`config.mk`:
```
export PLATFORM = sky130hd
export DESIGN_NAME = mode_reg_prog
export DESIGN_NICKNAME = d
export VERILOG_FILES = /design/src/mode_reg_pkg.sv /design/src/mode_reg_prog.sv /design/src/mode_reg_slot.sv /design/src/mode_reg_decode.sv
export VERILOG_INCLUDE_DIRS = /design/src
export SDC_FILE = /design/constraint.sdc
export NUM_CORES = 1
export LEC_CHECK = 0
export ABC_AREA = 1
export BUFFER_PORTS_ARGS = -buffer_cell sky130_fd_sc_hd__buf_2
export CORE_AREA = 4 4 126 128
export CTS_BUF_LIST = sky130_fd_sc_hd__clkbuf_16
export DETAILED_ROUTE_END_ITERATION = 16
export DIE_AREA = 0 0 130 132
export GPL_ROUTABILITY_DRIVEN = 0
export PLACE_DENSITY_LB_ADDON = 0.3
export SKIP_CTS_REPAIR_TIMING = 1
export SYNTH_ARGS = -nofsm -noshare
export SYNTH_HDL_FRONTEND = slang
export SYNTH_HIERARCHICAL = 1
export SYNTH_SLANG_ARGS = --single-unit
```
`constraint.sdc`:
```
create_clock -name pclk -period 3.91 [get_ports pclk]
set_clock_uncertainty 0.15 [all_clocks]
set_input_delay 0 -clock pclk [delete_from_list [all_inputs] [get_ports pclk]]
set_output_delay 0 -clock pclk [all_outputs]
set_load 0.05 [all_outputs]
```
`src/mode_reg_defines.svh`:
```
// Constants for the mode-register programming block
`ifndef MODE_REG_DEFINES_SVH
`define MODE_REG_DEFINES_SVH

// ----------------------------------------------------------------
// Widths
// ----------------------------------------------------------------
`define LOCAL_ADDR_WIDTH   29
`define ROW_WIDTH          13
`define BA_WIDTH           3
`define MR_WIDTH           13
`define DDR_DATA_BITS      11
`define CMD_WIDTH          4
`define PADDR_WIDTH        8

// ----------------------------------------------------------------
// Local address fields for mode programming
// ----------------------------------------------------------------
`define DDR_SEL_HI         12
`define DDR_SEL_LO         11
`define DDR2_SEL_HI        14
`define DDR2_SEL_LO        13
`define DDR_DATA_HI        10
`define DDR2_DATA_HI       12

// ----------------------------------------------------------------
// User command code and register select codes
// ----------------------------------------------------------------
`define CMD_LOAD_MODE_REG_COMMAND        4'h6
`define SEL_BASE           2'h0
`define SEL_EXT1           2'h1
`define SEL_EXT2           2'h2
`define SEL_EXT3           2'h3

// ----------------------------------------------------------------
// Power-up defaults
// ----------------------------------------------------------------
`define DEF_BL             3'h2
`define DEF_BT             1'h0
`define DEF_DDR_CL         3'h2
`define DEF_DDR2_CL        3'h4
`define DEF_WR             3'h2
`define DEF_PD             1'h0
`define DEF_RTT            2'h0
`define DEF_AL             3'h3
`define DEF_DLL_RESET      1'h1
`define DEF_DQS_MODE       1'h1
`define ZERO_MR            13'h0000

// ----------------------------------------------------------------
// Register offsets and fields (APB)
// ----------------------------------------------------------------
`define REG_CTRL           8'h00
`define REG_STATUS         8'h04
`define REG_CONFIG         8'h08
`define REG_MR_BASE        8'h10
`define REG_MR_EXT1        8'h14
`define REG_MR_EXT2        8'h18
`define REG_MR_EXT3        8'h1C
`define CTRL_DDR2_BIT      0
`define CTRL_RELOAD_BIT    1
`define STAT_BUSY_BIT      0
`define STAT_SELERR_BIT    1
`define CTRL_RESET_DDR2    1'h1

`endif

```
`src/mode_reg_pkg.sv`:
```
// Types shared by the mode-register programming block
package mode_reg_pkg;

   // Command path states, one-hot
   typedef enum logic [3:0] {
      S_OFFER = 4'b0001,
      S_HOLD  = 4'b0010,
      S_WAIT  = 4'b0100,
      S_ISSUE = 4'b1000
   } prog_state_t;

endpackage

```
`src/mode_reg_prog.sv`:
```
// Mode-register programming path with APB control and status
//
// Notes on behaviour
// [RQ1] The register select goes out on the bank-select pins and the value on the row pins.
// [RQ2] User logic gives select and value together on addr in the command cycle.
// [RQ3] A written mode register reconfigures burst length and latencies of the controller.
// [RQ4] The value sits in the low addr bits, 11 bits for DDR and 13 for DDR2.
// [RQ5] The select is addr[12:11] for DDR, addr[14:13] for DDR2, codes 00 to 11.
// [RQ6] Address lines above the select are ignored when the command is taken.
// [RQ7] DDR supports only base and first extended registers, DDR2 all four.
// [RQ8] DDR base default is BL 4, sequential, CL 2, normal, DLL reset set, rest zero.
// [RQ9] DDR first extended default is DLL enabled, normal drive, rest zero.
// [RQ10] DDR2 base default is BL 4, sequential, CL 4, DLL reset, WR code 010, fast exit.
// [RQ11] DDR2 first extended default has AL code 011, DQS mode bit set, rest zero.
// [RQ12] DDR2 second extended register defaults to all zeros.
// [RQ13] DDR2 third extended register defaults to all zeros.
// [RQ14] Timing-related defaults are replaceable by build-time parameters.
// [RQ15] User logic encodes the load command as 0110; other codes are not ours.
// [RQ16] Command-ready pulses one cycle and a command is taken only with valid in it.
// [RQ17] The mode-register-set goes out with all strobes low only while banks are idle.
//
// The APB slave port and the address map were chosen for this implementation.
`timescale 1ns/1ps
`include "mode_reg_defines.svh"

module mode_reg_prog
   import mode_reg_pkg::*;
#(
   parameter logic [2:0] BL_INIT      = `DEF_BL,
   parameter logic [0:0] BT_INIT      = `DEF_BT,
   parameter logic [2:0] DDR_CL_INIT  = `DEF_DDR_CL,
   parameter logic [2:0] DDR2_CL_INIT = `DEF_DDR2_CL,
   parameter logic [2:0] WR_INIT      = `DEF_WR,
   parameter logic [0:0] PD_INIT      = `DEF_PD,
   parameter logic [1:0] RTT_INIT     = `DEF_RTT,
   parameter logic [2:0] AL_INIT      = `DEF_AL
)
(
   input  wire logic                         pclk,
   input  wire logic                         presetn,
   input  wire logic                         ce,
   input  wire logic                         psel,
   input  wire logic                         penable,
   input  wire logic                         pwrite,
   input  wire logic [`PADDR_WIDTH-1:0]      paddr,
   input  wire logic [31:0]                  pwdata,
   output logic      [31:0]                  prdata,
   output logic                              pready,
   output logic                              pslverr,
   output logic                              cmd_rdy,
   input  wire logic                         cmd_valid,
   input  wire logic [`CMD_WIDTH-1:0]        cmd,
   input  wire logic [`LOCAL_ADDR_WIDTH-1:0] addr,
   input  wire logic                         all_banks_idle,
   output logic                              mem_cs_n,
   output logic                              mem_ras_n,
   output logic                              mem_cas_n,
   output logic                              mem_we_n,
   output logic      [`BA_WIDTH-1:0]         mem_bank_select_out,
   output logic      [`ROW_WIDTH-1:0]        mem_row_address_out
);

   // ----------------------------------------------------------------
   // Power-up contents built from the parameters
   // ----------------------------------------------------------------
   localparam logic [`MR_WIDTH-1:0] DDR_MR_DEF  = {4'h0, `DEF_DLL_RESET, 1'b0,
      DDR_CL_INIT, BT_INIT, BL_INIT};                                   // [RQ8] [RQ14]
   localparam logic [`MR_WIDTH-1:0] DDR_EMR_DEF = `ZERO_MR;                // [RQ9]
   localparam logic [`MR_WIDTH-1:0] DDR2_MR_DEF = {PD_INIT, WR_INIT, `DEF_DLL_RESET,
      1'b0, DDR2_CL_INIT, BT_INIT, BL_INIT};                            // [RQ10] [RQ14]
   localparam logic [`MR_WIDTH-1:0] DDR2_EMR_DEF = {2'h0, `DEF_DQS_MODE, 3'h0,
      RTT_INIT[1], AL_INIT, RTT_INIT[0], 2'h0};                         // [RQ11] [RQ14]
   localparam logic [`MR_WIDTH-1:0] SLOT_RESET [4] = '{DDR2_MR_DEF, DDR2_EMR_DEF,
      `ZERO_MR, `ZERO_MR};                                              // [RQ12] [RQ13]

   // ----------------------------------------------------------------
   // Declarations
   // ----------------------------------------------------------------
   prog_state_t               state_reg;
   prog_state_t               state_next;
   logic                      ddr2_mode_reg;
   logic                      sel_err_reg;
   logic [1:0]                sel_reg;
   logic [`MR_WIDTH-1:0]      data_reg;
   logic [1:0]                addr_sel;
   logic [`MR_WIDTH-1:0]      addr_data;
   logic                      take_load, sel_ok, issue_now, addr_ok;
   logic                      apb_write, apb_read, ctrl_write, reload, reload_ddr2;
   logic [3:0]                slot_load;
   logic [`MR_WIDTH-1:0]      slot_value [4];
   logic [`MR_WIDTH-1:0]      def_value  [4];
   logic [3:0]                dec_bl, dec_cl, dec_al, dec_wr;
   logic [19:0]               cfg_reg;
   logic [31:0]               rd_mux;

   // ----------------------------------------------------------------
   // Command intake
   // ----------------------------------------------------------------
   // Select and value picked from fixed low lines, upper lines dropped
   assign addr_sel  = ddr2_mode_reg ? addr[`DDR2_SEL_HI:`DDR2_SEL_LO]
                                    : addr[`DDR_SEL_HI:`DDR_SEL_LO];   // [RQ5] [RQ6]
   assign addr_data = ddr2_mode_reg ? addr[`DDR2_DATA_HI:0]
                                    : {2'h0, addr[`DDR_DATA_HI:0]};    // [RQ4]
   // Ready is a single-cycle offer; only a valid load command is ours
   assign cmd_rdy   = ce && (state_reg == S_OFFER);                     // [RQ16]
   assign take_load = cmd_rdy && cmd_valid && (cmd == `CMD_LOAD_MODE_REG_COMMAND);    // [RQ15] [RQ16]
   assign sel_ok    = ddr2_mode_reg || !addr_sel[1];                    // [RQ7]
   assign issue_now = ce && (state_reg == S_WAIT) && all_banks_idle;    // [RQ17]

   // Next state
   always_comb
   begin
      unique case (state_reg)
         S_OFFER: state_next = (take_load && sel_ok) ? S_WAIT : S_HOLD;
         S_HOLD:  state_next = S_OFFER;
         S_WAIT:  state_next = all_banks_idle ? S_ISSUE : S_WAIT;      // [RQ17]
         S_ISSUE: state_next = S_OFFER;
         default: state_next = S_OFFER;
      endcase
   end

   // State register
   always_ff @(posedge pclk or negedge presetn)
   begin
      if (!presetn)
         state_reg <= S_OFFER;
      else if (ce)
         state_reg <= state_next;
   end
   // Capture of select and value at the taking edge
   always_ff @(posedge pclk or negedge presetn)
   begin
      if (!presetn)
      begin
         sel_reg  <= `SEL_BASE;
         data_reg <= `ZERO_MR;
      end
      else if (ce && take_load && sel_ok)
      begin
         sel_reg  <= addr_sel;
         data_reg <= addr_data;
      end
   end

   // ----------------------------------------------------------------
   // Memory command outputs
   // ----------------------------------------------------------------
   // Strobes low for one cycle; select on bank pins, value on row pins
   always_ff @(posedge pclk or negedge presetn)
   begin
      if (!presetn)
      begin
         {mem_cs_n, mem_ras_n, mem_cas_n, mem_we_n} <= 4'hF;
         mem_bank_select_out <= 3'h0;
         mem_row_address_out <= `ZERO_MR;
      end
      else if (ce)
      begin
         {mem_cs_n, mem_ras_n, mem_cas_n, mem_we_n} <= {4{!issue_now}};  // [RQ17]
         if (issue_now)
         begin
            mem_bank_select_out <= {1'b0, sel_reg};                     // [RQ1]
            mem_row_address_out <= data_reg;                            // [RQ1]
         end
      end
   end

   // ----------------------------------------------------------------
   // Shadow registers and derived configuration
   // ----------------------------------------------------------------
   // Defaults per memory type for a reload
   always_comb
   begin
      def_value[0] = reload_ddr2 ? DDR2_MR_DEF  : DDR_MR_DEF;           // [RQ8] [RQ10]
      def_value[1] = reload_ddr2 ? DDR2_EMR_DEF : DDR_EMR_DEF;          // [RQ9] [RQ11]
      def_value[2] = `ZERO_MR;                                          // [RQ12]
      def_value[3] = `ZERO_MR;                                          // [RQ13]
   end

   // The slot written follows the register sent to memory
   assign slot_load = issue_now ? (4'h1 << sel_reg) : 4'h0;             // [RQ3]
   // One shadow slot per mode register, each with its own power-up value
   for (genvar g = 0; g < 4; g++)
   begin : g_slot
      mode_reg_slot #(.RESET_VALUE(SLOT_RESET[g])) u_slot (
         .pclk          (pclk),
         .presetn       (presetn),
         .ce            (ce),
         .load_default  (reload),
         .default_value (def_value[g]),
         .load          (slot_load[g]),
         .load_value    (data_reg),
         .value_reg     (slot_value[g])
      );
   end

   mode_reg_decode u_decode (
      .ddr2_mode        (ddr2_mode_reg),
      .base_value       (slot_value[0]),
      .ext1_value       (slot_value[1]),
      .burst_beats      (dec_bl),
      .cas_latency      (dec_cl),
      .additive_latency (dec_al),
      .write_recovery   (dec_wr)
   );
   // Controller settings follow the shadow registers
   always_ff @(posedge pclk or negedge presetn)
   begin
      if (!presetn)
         cfg_reg <= 20'h0_0000;
      else if (ce)
         cfg_reg <= {dec_al + dec_cl, dec_wr, dec_al, dec_cl, dec_bl};  // [RQ3]
   end

   // ----------------------------------------------------------------
   // APB slave
   // ----------------------------------------------------------------
   assign pready      = ce;
   assign apb_write   = psel && penable && pready && pwrite;
   assign apb_read    = psel && !penable && !pwrite;
   assign ctrl_write  = apb_write && (paddr == `REG_CTRL);
   assign reload_ddr2 = pwdata[`CTRL_DDR2_BIT];
   assign reload      = ctrl_write && (pwdata[`CTRL_RELOAD_BIT] ||
                        (pwdata[`CTRL_DDR2_BIT] != ddr2_mode_reg));
   assign addr_ok     = paddr inside {`REG_CTRL, `REG_STATUS, `REG_CONFIG, `REG_MR_BASE,
                                      `REG_MR_EXT1, `REG_MR_EXT2, `REG_MR_EXT3};
   assign pslverr     = psel && penable && !addr_ok;
   // Memory type control
   always_ff @(posedge pclk or negedge presetn)
   begin
      if (!presetn)
         ddr2_mode_reg <= `CTRL_RESET_DDR2;
      else if (ce && ctrl_write)
         ddr2_mode_reg <= pwdata[`CTRL_DDR2_BIT];
   end

   // Sticky flag for an unsupported select; a new event beats the clear
   always_ff @(posedge pclk or negedge presetn)
   begin
      if (!presetn)
         sel_err_reg <= 1'b0;
      else if (ce && take_load && !sel_ok)                              // [RQ7]
         sel_err_reg <= 1'b1;
      else if (ce && apb_write && paddr == `REG_STATUS && pwdata[`STAT_SELERR_BIT])
         sel_err_reg <= 1'b0;
   end

   // Read data selected in the setup cycle
   always_comb
   begin
      unique case (paddr)
         `REG_CTRL:    rd_mux = {31'h0, ddr2_mode_reg};
         `REG_STATUS:  rd_mux = {30'h0, sel_err_reg, state_reg inside {S_WAIT, S_ISSUE}};
         `REG_CONFIG:  rd_mux = {12'h0, cfg_reg};
         `REG_MR_BASE: rd_mux = {19'h0, slot_value[0]};
         `REG_MR_EXT1: rd_mux = {19'h0, slot_value[1]};
         `REG_MR_EXT2: rd_mux = {19'h0, slot_value[2]};
         `REG_MR_EXT3: rd_mux = {19'h0, slot_value[3]};
         default:      rd_mux = 32'h0000_0000;
      endcase
   end

   always_ff @(posedge pclk or negedge presetn)
   begin
      if (!presetn)
         prdata <= 32'h0000_0000;
      else if (ce && apb_read)
         prdata <= rd_mux;
   end
endmodule

```
`src/mode_reg_slot.sv`:
```
// One shadow copy of a memory mode register
`timescale 1ns/1ps
`include "mode_reg_defines.svh"

module mode_reg_slot
   import mode_reg_pkg::*;
#(
   parameter logic [`MR_WIDTH-1:0] RESET_VALUE = `ZERO_MR
)
(
   input  wire logic                 pclk,
   input  wire logic                 presetn,
   input  wire logic                 ce,
   input  wire logic                 load_default,
   input  wire logic [`MR_WIDTH-1:0] default_value,
   input  wire logic                 load,
   input  wire logic [`MR_WIDTH-1:0] load_value,
   output logic      [`MR_WIDTH-1:0] value_reg
);

   // Default reload takes priority over a programmed value
   always_ff @(posedge pclk or negedge presetn)
   begin
      if (!presetn)
         value_reg <= RESET_VALUE;
      else if (ce && load_default)
         value_reg <= default_value;
      else if (ce && load)
         value_reg <= load_value;
   end

endmodule

```
`src/mode_reg_decode.sv`:
```
// Turns mode register contents into controller timing settings
`timescale 1ns/1ps
`include "mode_reg_defines.svh"

module mode_reg_decode
   import mode_reg_pkg::*;
(
   input  wire logic                 ddr2_mode,
   input  wire logic [`MR_WIDTH-1:0] base_value,
   input  wire logic [`MR_WIDTH-1:0] ext1_value,
   output logic      [3:0]           burst_beats,
   output logic      [3:0]           cas_latency,
   output logic      [3:0]           additive_latency,
   output logic      [3:0]           write_recovery
);

   logic [2:0] bl_code;
   logic [2:0] cl_code;

   assign bl_code = base_value[2:0];
   assign cl_code = base_value[6:4];

   // Burst length and latencies from the field codes
   always_comb
   begin
      unique case (bl_code)
         3'h1:    burst_beats = 4'h2;
         3'h2:    burst_beats = 4'h4;
         3'h3:    burst_beats = 4'h8;
         default: burst_beats = 4'h4;
      endcase
      // Half-cycle DDR latency rounds up to the next whole cycle
      if (!ddr2_mode && cl_code == 3'h6)
         cas_latency = 4'h3;
      else
         cas_latency = {1'b0, cl_code};
      additive_latency = ddr2_mode ? {1'b0, ext1_value[5:3]} : 4'h0;
      write_recovery   = ddr2_mode ? ({1'b0, base_value[11:9]} + 4'h1) : 4'h0;
   end

endmodule

```
# Yosys cells after proc, flatten, opt, wreduce, memory -nomap -nowiden
# Index checks and enable logic that the tools add are counted.
dict set report word_totals {
  register_bits 141
  elab_cells 100
}
dict set report op_classes {
  n_addsub 2
  eq_ne 14
  shift 1
  mux 23
  n_reduce_logical 46
}
# op count
set ops {}
lappend ops {{$pmux 20 s7} 1}
lappend ops {{$mux 13} 9}
lappend ops {{$eq 8x5->1 const B} 4}
lappend ops {{$logic_and 1x1->1} 28}
lappend ops {{$mux 11} 2}
lappend ops {{$pmux 4 s2} 2}
lappend ops {{$mux 4} 3}
lappend ops {{$reduce_bool 2->1} 6}
lappend ops {{$mux 3} 3}
lappend ops {{$eq 4x3->1 const B} 2}
lappend ops {{$eq 8x3->1 const B} 1}
lappend ops {{$eq 8x4->1 const B} 1}
lappend ops {{$logic_not 8->1} 1}
lappend ops {{$logic_not 1->1} 7}
lappend ops {{$reduce_bool 7->1} 1}
lappend ops {{$add 3x1->4 const B} 1}
lappend ops {{$add 4x4->4} 1}
lappend ops {{$eq 4x1->1 const B} 1}
lappend ops {{$eq 4x4->1 const B} 1}
lappend ops {{$shl 1x2->4 const A} 1}
lappend ops {{$eq 3x1->1 const B} 1}
lappend ops {{$eq 3x2->1 const B} 1}
lappend ops {{$eq 3x3->1 const B} 1}
lappend ops {{$logic_or 1x1->1} 2}
lappend ops {{other kinds (4)} 5}

# Depth between registers and ports, before layout
dict set report depth {
  ltp_word 8
  depth_mapped 11
  mapped_depth_nobuf 10
}

# Cells and area by module
# Netlist, hierarchy kept.
# mod n_inst cells_each area_each_um2 seq_area_each_um2
set by_module_without_submodules {}
lappend by_module_without_submodules {mode_reg_prog 1 536 4199.0 1930.6}
lappend by_module_without_submodules {{mode_reg_slot (g_slot[2].u_slot ...)} 2 100 721.9 325.3}
lappend by_module_without_submodules {{mode_reg_slot (g_slot[0].u_slot)} 1 100 726.9 330.3}
lappend by_module_without_submodules {{mode_reg_slot (g_slot[1].u_slot)} 1 100 725.7 329.1}
lappend by_module_without_submodules {mode_reg_decode 1 33 172.7 0.0}

# Least setup slack after synthesis
# Ideal clock, no wire load.
dict set report synth_timing {
  kind {register to register}
  start {reg ddr2_mode_reg}
  end {reg g_slot[0].u_slot.value_reg[5]}
  setup_ps 117
  arrival_time_ps 2319
  required_ps 3643
  setup_slack_ps 1325
  path_stages_with_launch 9
  path_buffers 1
  synth_period_minus_slack_ps 2585
  cell_sequence {dfstp_2 > a21oi_1 > a21oi_1 > nand2_4 > buf_6 > nand2_1 > nand2_1 > nand2_1 > nand2_1}
}
dict set report synth_between {
  elab_chain_cells 5
  word_cells_on_any_way 6
  classes_between {1 x eq/ne; 1 x mux; 4 x reduce/logical}
}
# element line
set synth_rtl {}
lappend synth_rtl {{start: declaration} mode_reg_prog.sv:81} ;# logic ddr2_mode_reg;
lappend synth_rtl {{start signal: assignment} mode_reg_prog.sv:232} ;# ddr2_mode_reg <= `CTRL_RESET_DDR2;
lappend synth_rtl {{start signal: assignment} mode_reg_prog.sv:234} ;# ddr2_mode_reg <= pwdata[`CTRL_DDR2_BIT];
lappend synth_rtl {{$ne 1x1->1 (*)} mode_reg_prog.sv:224} ;# (pwdata[`CTRL_DDR2_BIT] != ddr2_mode_reg));
lappend synth_rtl {{$logic_or 1x1->1 (*)} mode_reg_prog.sv:223} ;# assign reload = ctrl_write && (pwdata[`CTRL_RELOAD_BIT] ||
lappend synth_rtl {{$logic_and 1x1->1 (*)} mode_reg_prog.sv:223}
lappend synth_rtl {{via reload} mode_reg_prog.sv:88} ;# logic apb_write, apb_read, ctrl_write, reload, reload_ddr2;
lappend synth_rtl {{$logic_and 1x1->1 (*)} mode_reg_slot.sv:26} ;# else if (ce && load_default)
lappend synth_rtl {{$mux 13 or $reduce_bool 2->1 (tied branches)} -}
lappend synth_rtl {{end signal: assignment} mode_reg_slot.sv:27} ;# value_reg <= default_value;
lappend synth_rtl {{end signal: assignment} mode_reg_slot.sv:29} ;# value_reg <= load_value;
lappend synth_rtl {{end: declaration} mode_reg_slot.sv:18} ;# output logic [`MR_WIDTH-1:0] value_reg
# Mark *: on every way through the listed nets, which the timed path passes. The rest lies on a longest branch.
# A chain may end at the register's enable or synchronous reset.

# Final worst setup path
dict set report layout_timing {
  start {reg ddr2_mode_reg}
  end {reg data_reg[7]}
}
dict set report layout_between {
  elab_chain_cells 4
}
# element line
set layout_rtl {}
lappend layout_rtl {{$mux 2} mode_reg_prog.sv:100} ;# assign addr_sel = ddr2_mode_reg ? addr[`DDR2_SEL_HI:`DDR2_SEL_LO]
lappend layout_rtl {{$logic_not 1->1} mode_reg_prog.sv:107} ;# assign sel_ok = ddr2_mode_reg || !addr_sel[1];
lappend layout_rtl {{$logic_or 1x1->1 (*)} mode_reg_prog.sv:107}
lappend layout_rtl {{$logic_and 1x1->1 (*)} mode_reg_prog.sv:138} ;# else if (ce && take_load && sel_ok)
lappend layout_rtl {{end signal: assignment} mode_reg_prog.sv:136} ;# data_reg <= `ZERO_MR;
lappend layout_rtl {{end signal: assignment} mode_reg_prog.sv:141} ;# data_reg <= addr_data;
lappend layout_rtl {{end: declaration} mode_reg_prog.sv:84} ;# logic [`MR_WIDTH-1:0] data_reg;
# Every way passes the cells marked *; elsewhere a longest branch is shown, timed or not.

==> impl_metrics.json <==
{
  "ys.flop_type": "dfrtp_1",
  "drc": 0,
  "grt_pass1_vias": 5768,
  "vias_per_cell": 5.07,
  "highest_layer": "met4",
  "critPathLaunchType": "flip-flop",
  "violations": "negative hold slack",
  "synth_area_leaders": "dfrtp_1 41%, nand2_1 19%, nand3_1 13%",
  "finalSetupViolations": 0,
  "routed_wl_mm": 20.2,
  "hp-class": "in -> reg",
  "cts_inserted_buffers": 17,
  "start_util_pct": 48.9,
  "fin_setup_tns_ns": 0,
  "report.final.slew_viol_count": 0,
  "cp_top_family": "buffers and inverters",
  "yosys-top-cells-count": "371 x nand2_1, 194 x nand3_1, 119 x dfrtp_1",
  "rows": 45,
  "r2r_end": "data_reg[7]",
  "wl_met2_mm": 9.44,
  "largest_register_ff_count": 52,
  "min_path_cells": 6,
  "drt-initial-drc-count": 545,
  "fp.dieW_um": 130,
  "status": "finished, violations left",
  "drt_first_pass_iters": 7,
  "coreArea_um2": 14900,
  "yosysWarnings": 6,
  "hpwl_mm": 12.4,
  "wl_met3_mm": 1.44,
  "worst_hold_startpoint": "cmd[0]",
  "dr_total_vias": 6653,
  "path_cells": "nor2_1 > nor2_8 > nand2_2 > dlygate4sd3_1 > o21ai_2 > dlygate4sd3_1 > inv_2",
  "slew_headroom_pct": 21.6,
  "clkSinkCount": 129,
  "io_pins": 136,
  "arrival_ns": 3.17,
  "overflow": 0,
  "num-fill-cells": 1382,
  "worst_setup_path_end_kind": "flip-flop",
  "cts_root_buf": "clkbuf_16",
  "max_freq_mhz": 334,
  "synthArstFlopShare_pct": 100,
  "worstPathMaxFanout": 26,
  "grt_max_degree": 130,
  "ys_types": 37,
  "min_period_ns": 3.00,
  "whs_ns": -0.00838,
  "cap_violations": 0,
  "grt_pass1_wl_mm": 30.8,
  "yosys_register_bits": 129,
  "ys_seq_area_share_pct": 44.6,
  "vdd_drop_max_uv": 287,
  "crit_slowest_cell": "dfstp_2",
  "slowest_delay_ns": 0.74,
  "post_dp_cell_area_um2": 7640,
  "fin_area_um2": 8790,
  "min_to": "state_reg[2]",
  "area_growth_pct": 20.9,
  "clockBufferDepth": 2,
  "fin_nets": 1196,
  "h-tree-depth": 4,
  "post-synth-top-count-cell": "nand2_1",
  "synth.largest_area_cell": "dfrtp_1",
  "grt_util_all_layers_pct": 23.0,
  "r2r_setup_slack_ns": 0.91,
  "powerDensity_nw_per_um2": 414,
  "final_antenna_net_count": 0,
  "crit_top_cell": "dlygate4sd3_1",
  "die-area_um2": 17200,
  "port_buffers": 78,
  "ff2ff_path_depth": 7,
  "syn_area_um2": 7270,
  "worstSetupPathType": "reg -> reg",
  "synth_top_area_share_pct": 41.0,
  "rsz0062_at_grt": "no",
  "post_drt_wl_per_cell_um": 15.4,
  "clk_latency_ns": 0.43,
  "worst_pin_slew_ns": 1.17,
  "met1_length_mm": 8.74,
  "ff_latch_area_um2": 3240,
  "num_antenna_cells": 0,
  "clk_pin_slew_ns": 0.06,
  "fp.dieH_um": 132,
  "tritoncts": "done",
  "drive_above_1_share_pct": 16.2,
  "synth-edff-count": 0,
  "hold_violations": 3,
  "fin_crit_sh_pct": 76.7,
  "netlist_instances": 969,
  "crit_buf_inv": 3,
  "p_leak_uw": 0.00494,
  "antenna_found_initial": 0,
  "syn_avg_cell_area_um2": 7.50,
  "p_total_uw": 3640,
  "reg2reg_from": "ddr2_mode_reg",
  "multiInputGateArea_um2": 3470,
  "crit_required_ns": 4.08
}
## cell type report
type,instances,share of cell area (%)
multi-input cells,756,39.5
flip-flops and latches,129,36.9
well taps,188,2.68
clock buffers,17,4.84
repair buffers,137,11.2
inverters,69,2.95
clock inverters,15,1.99
## routing by layer
metal	up-vias	global-route usage, %
met2	269	35.2
met5	-	0
li1	3277	-
met4	0	9.30
met3	38	4.54
met1	3069	32.0
## metrics by stage
| stage | instances | utilization (%) | worst slack (ns) |
|---|---|---|---|
| floorplan | 1028 | - | 1.32 |
| global placement | 1225 | 51.4 | 1.25 |
| detailed placement | 1225 | 51.4 | 1.22 |
| CTS | 1257 | 55.5 | 1.35 |
| global route | 1311 | 59.1 | 0.759 |
| finish | 1311 | 59.1 | 0.912 |
## how the worst max path moves through the flow
stage / start / to / slack, ns / depth (start not counted)
after detailed placement: ce / g_slot[2].u_slot/value_reg[3] / 1.22 / 9
final: ddr2_mode_reg / data_reg[7] / 0.91 / 7
after global routing: ddr2_mode_reg / data_reg[10] / 0.76 / 7
after CTS: ddr2_mode_reg / g_slot[2].u_slot/value_reg[8] / 1.35 / 6
after floorplan: ddr2_mode_reg / g_slot[0].u_slot/value_reg[5] / 1.32 / 8
after global placement: ce / g_slot[2].u_slot/value_reg[11] / 1.25 / 9
## cells by family after synthesis
family,after synthesis,synth area share [%]
compound gates,55,4.44
xor+xnor,3,0.362
fa+ha+maj,5,0.964
buf+inv,143,10.9
flops,129,44.6
other cells,3,0.155
simple gates,631,38.6
## report_power, final
part	switching, µW	internal, µW	total [µW]
Clock	593	1050	1640
Sequential	125	1400	1530
Combinational	286	186	473
## cells in the final DEF, fill, tap and decap left out, types with 18 or more instances in the layout
cell	instances
conb_1	62
nand3_1	194
o21ai_0	19
nor2_1	21
o21ai_1	18
dlygate4sd3_1	54
dfrtp_1	119
buf_2	77
nand2_1	371
inv_1	59
## tightest hold or removal path, delay by kind of cell
family	cells	cell delay, ns
and+or+nand+nor	3	0.23
AOI/OAI and AO/OA	1	0.09
buffers and inverters	2	0.21
Note: power is estimated with default switching activity, not from simulation.
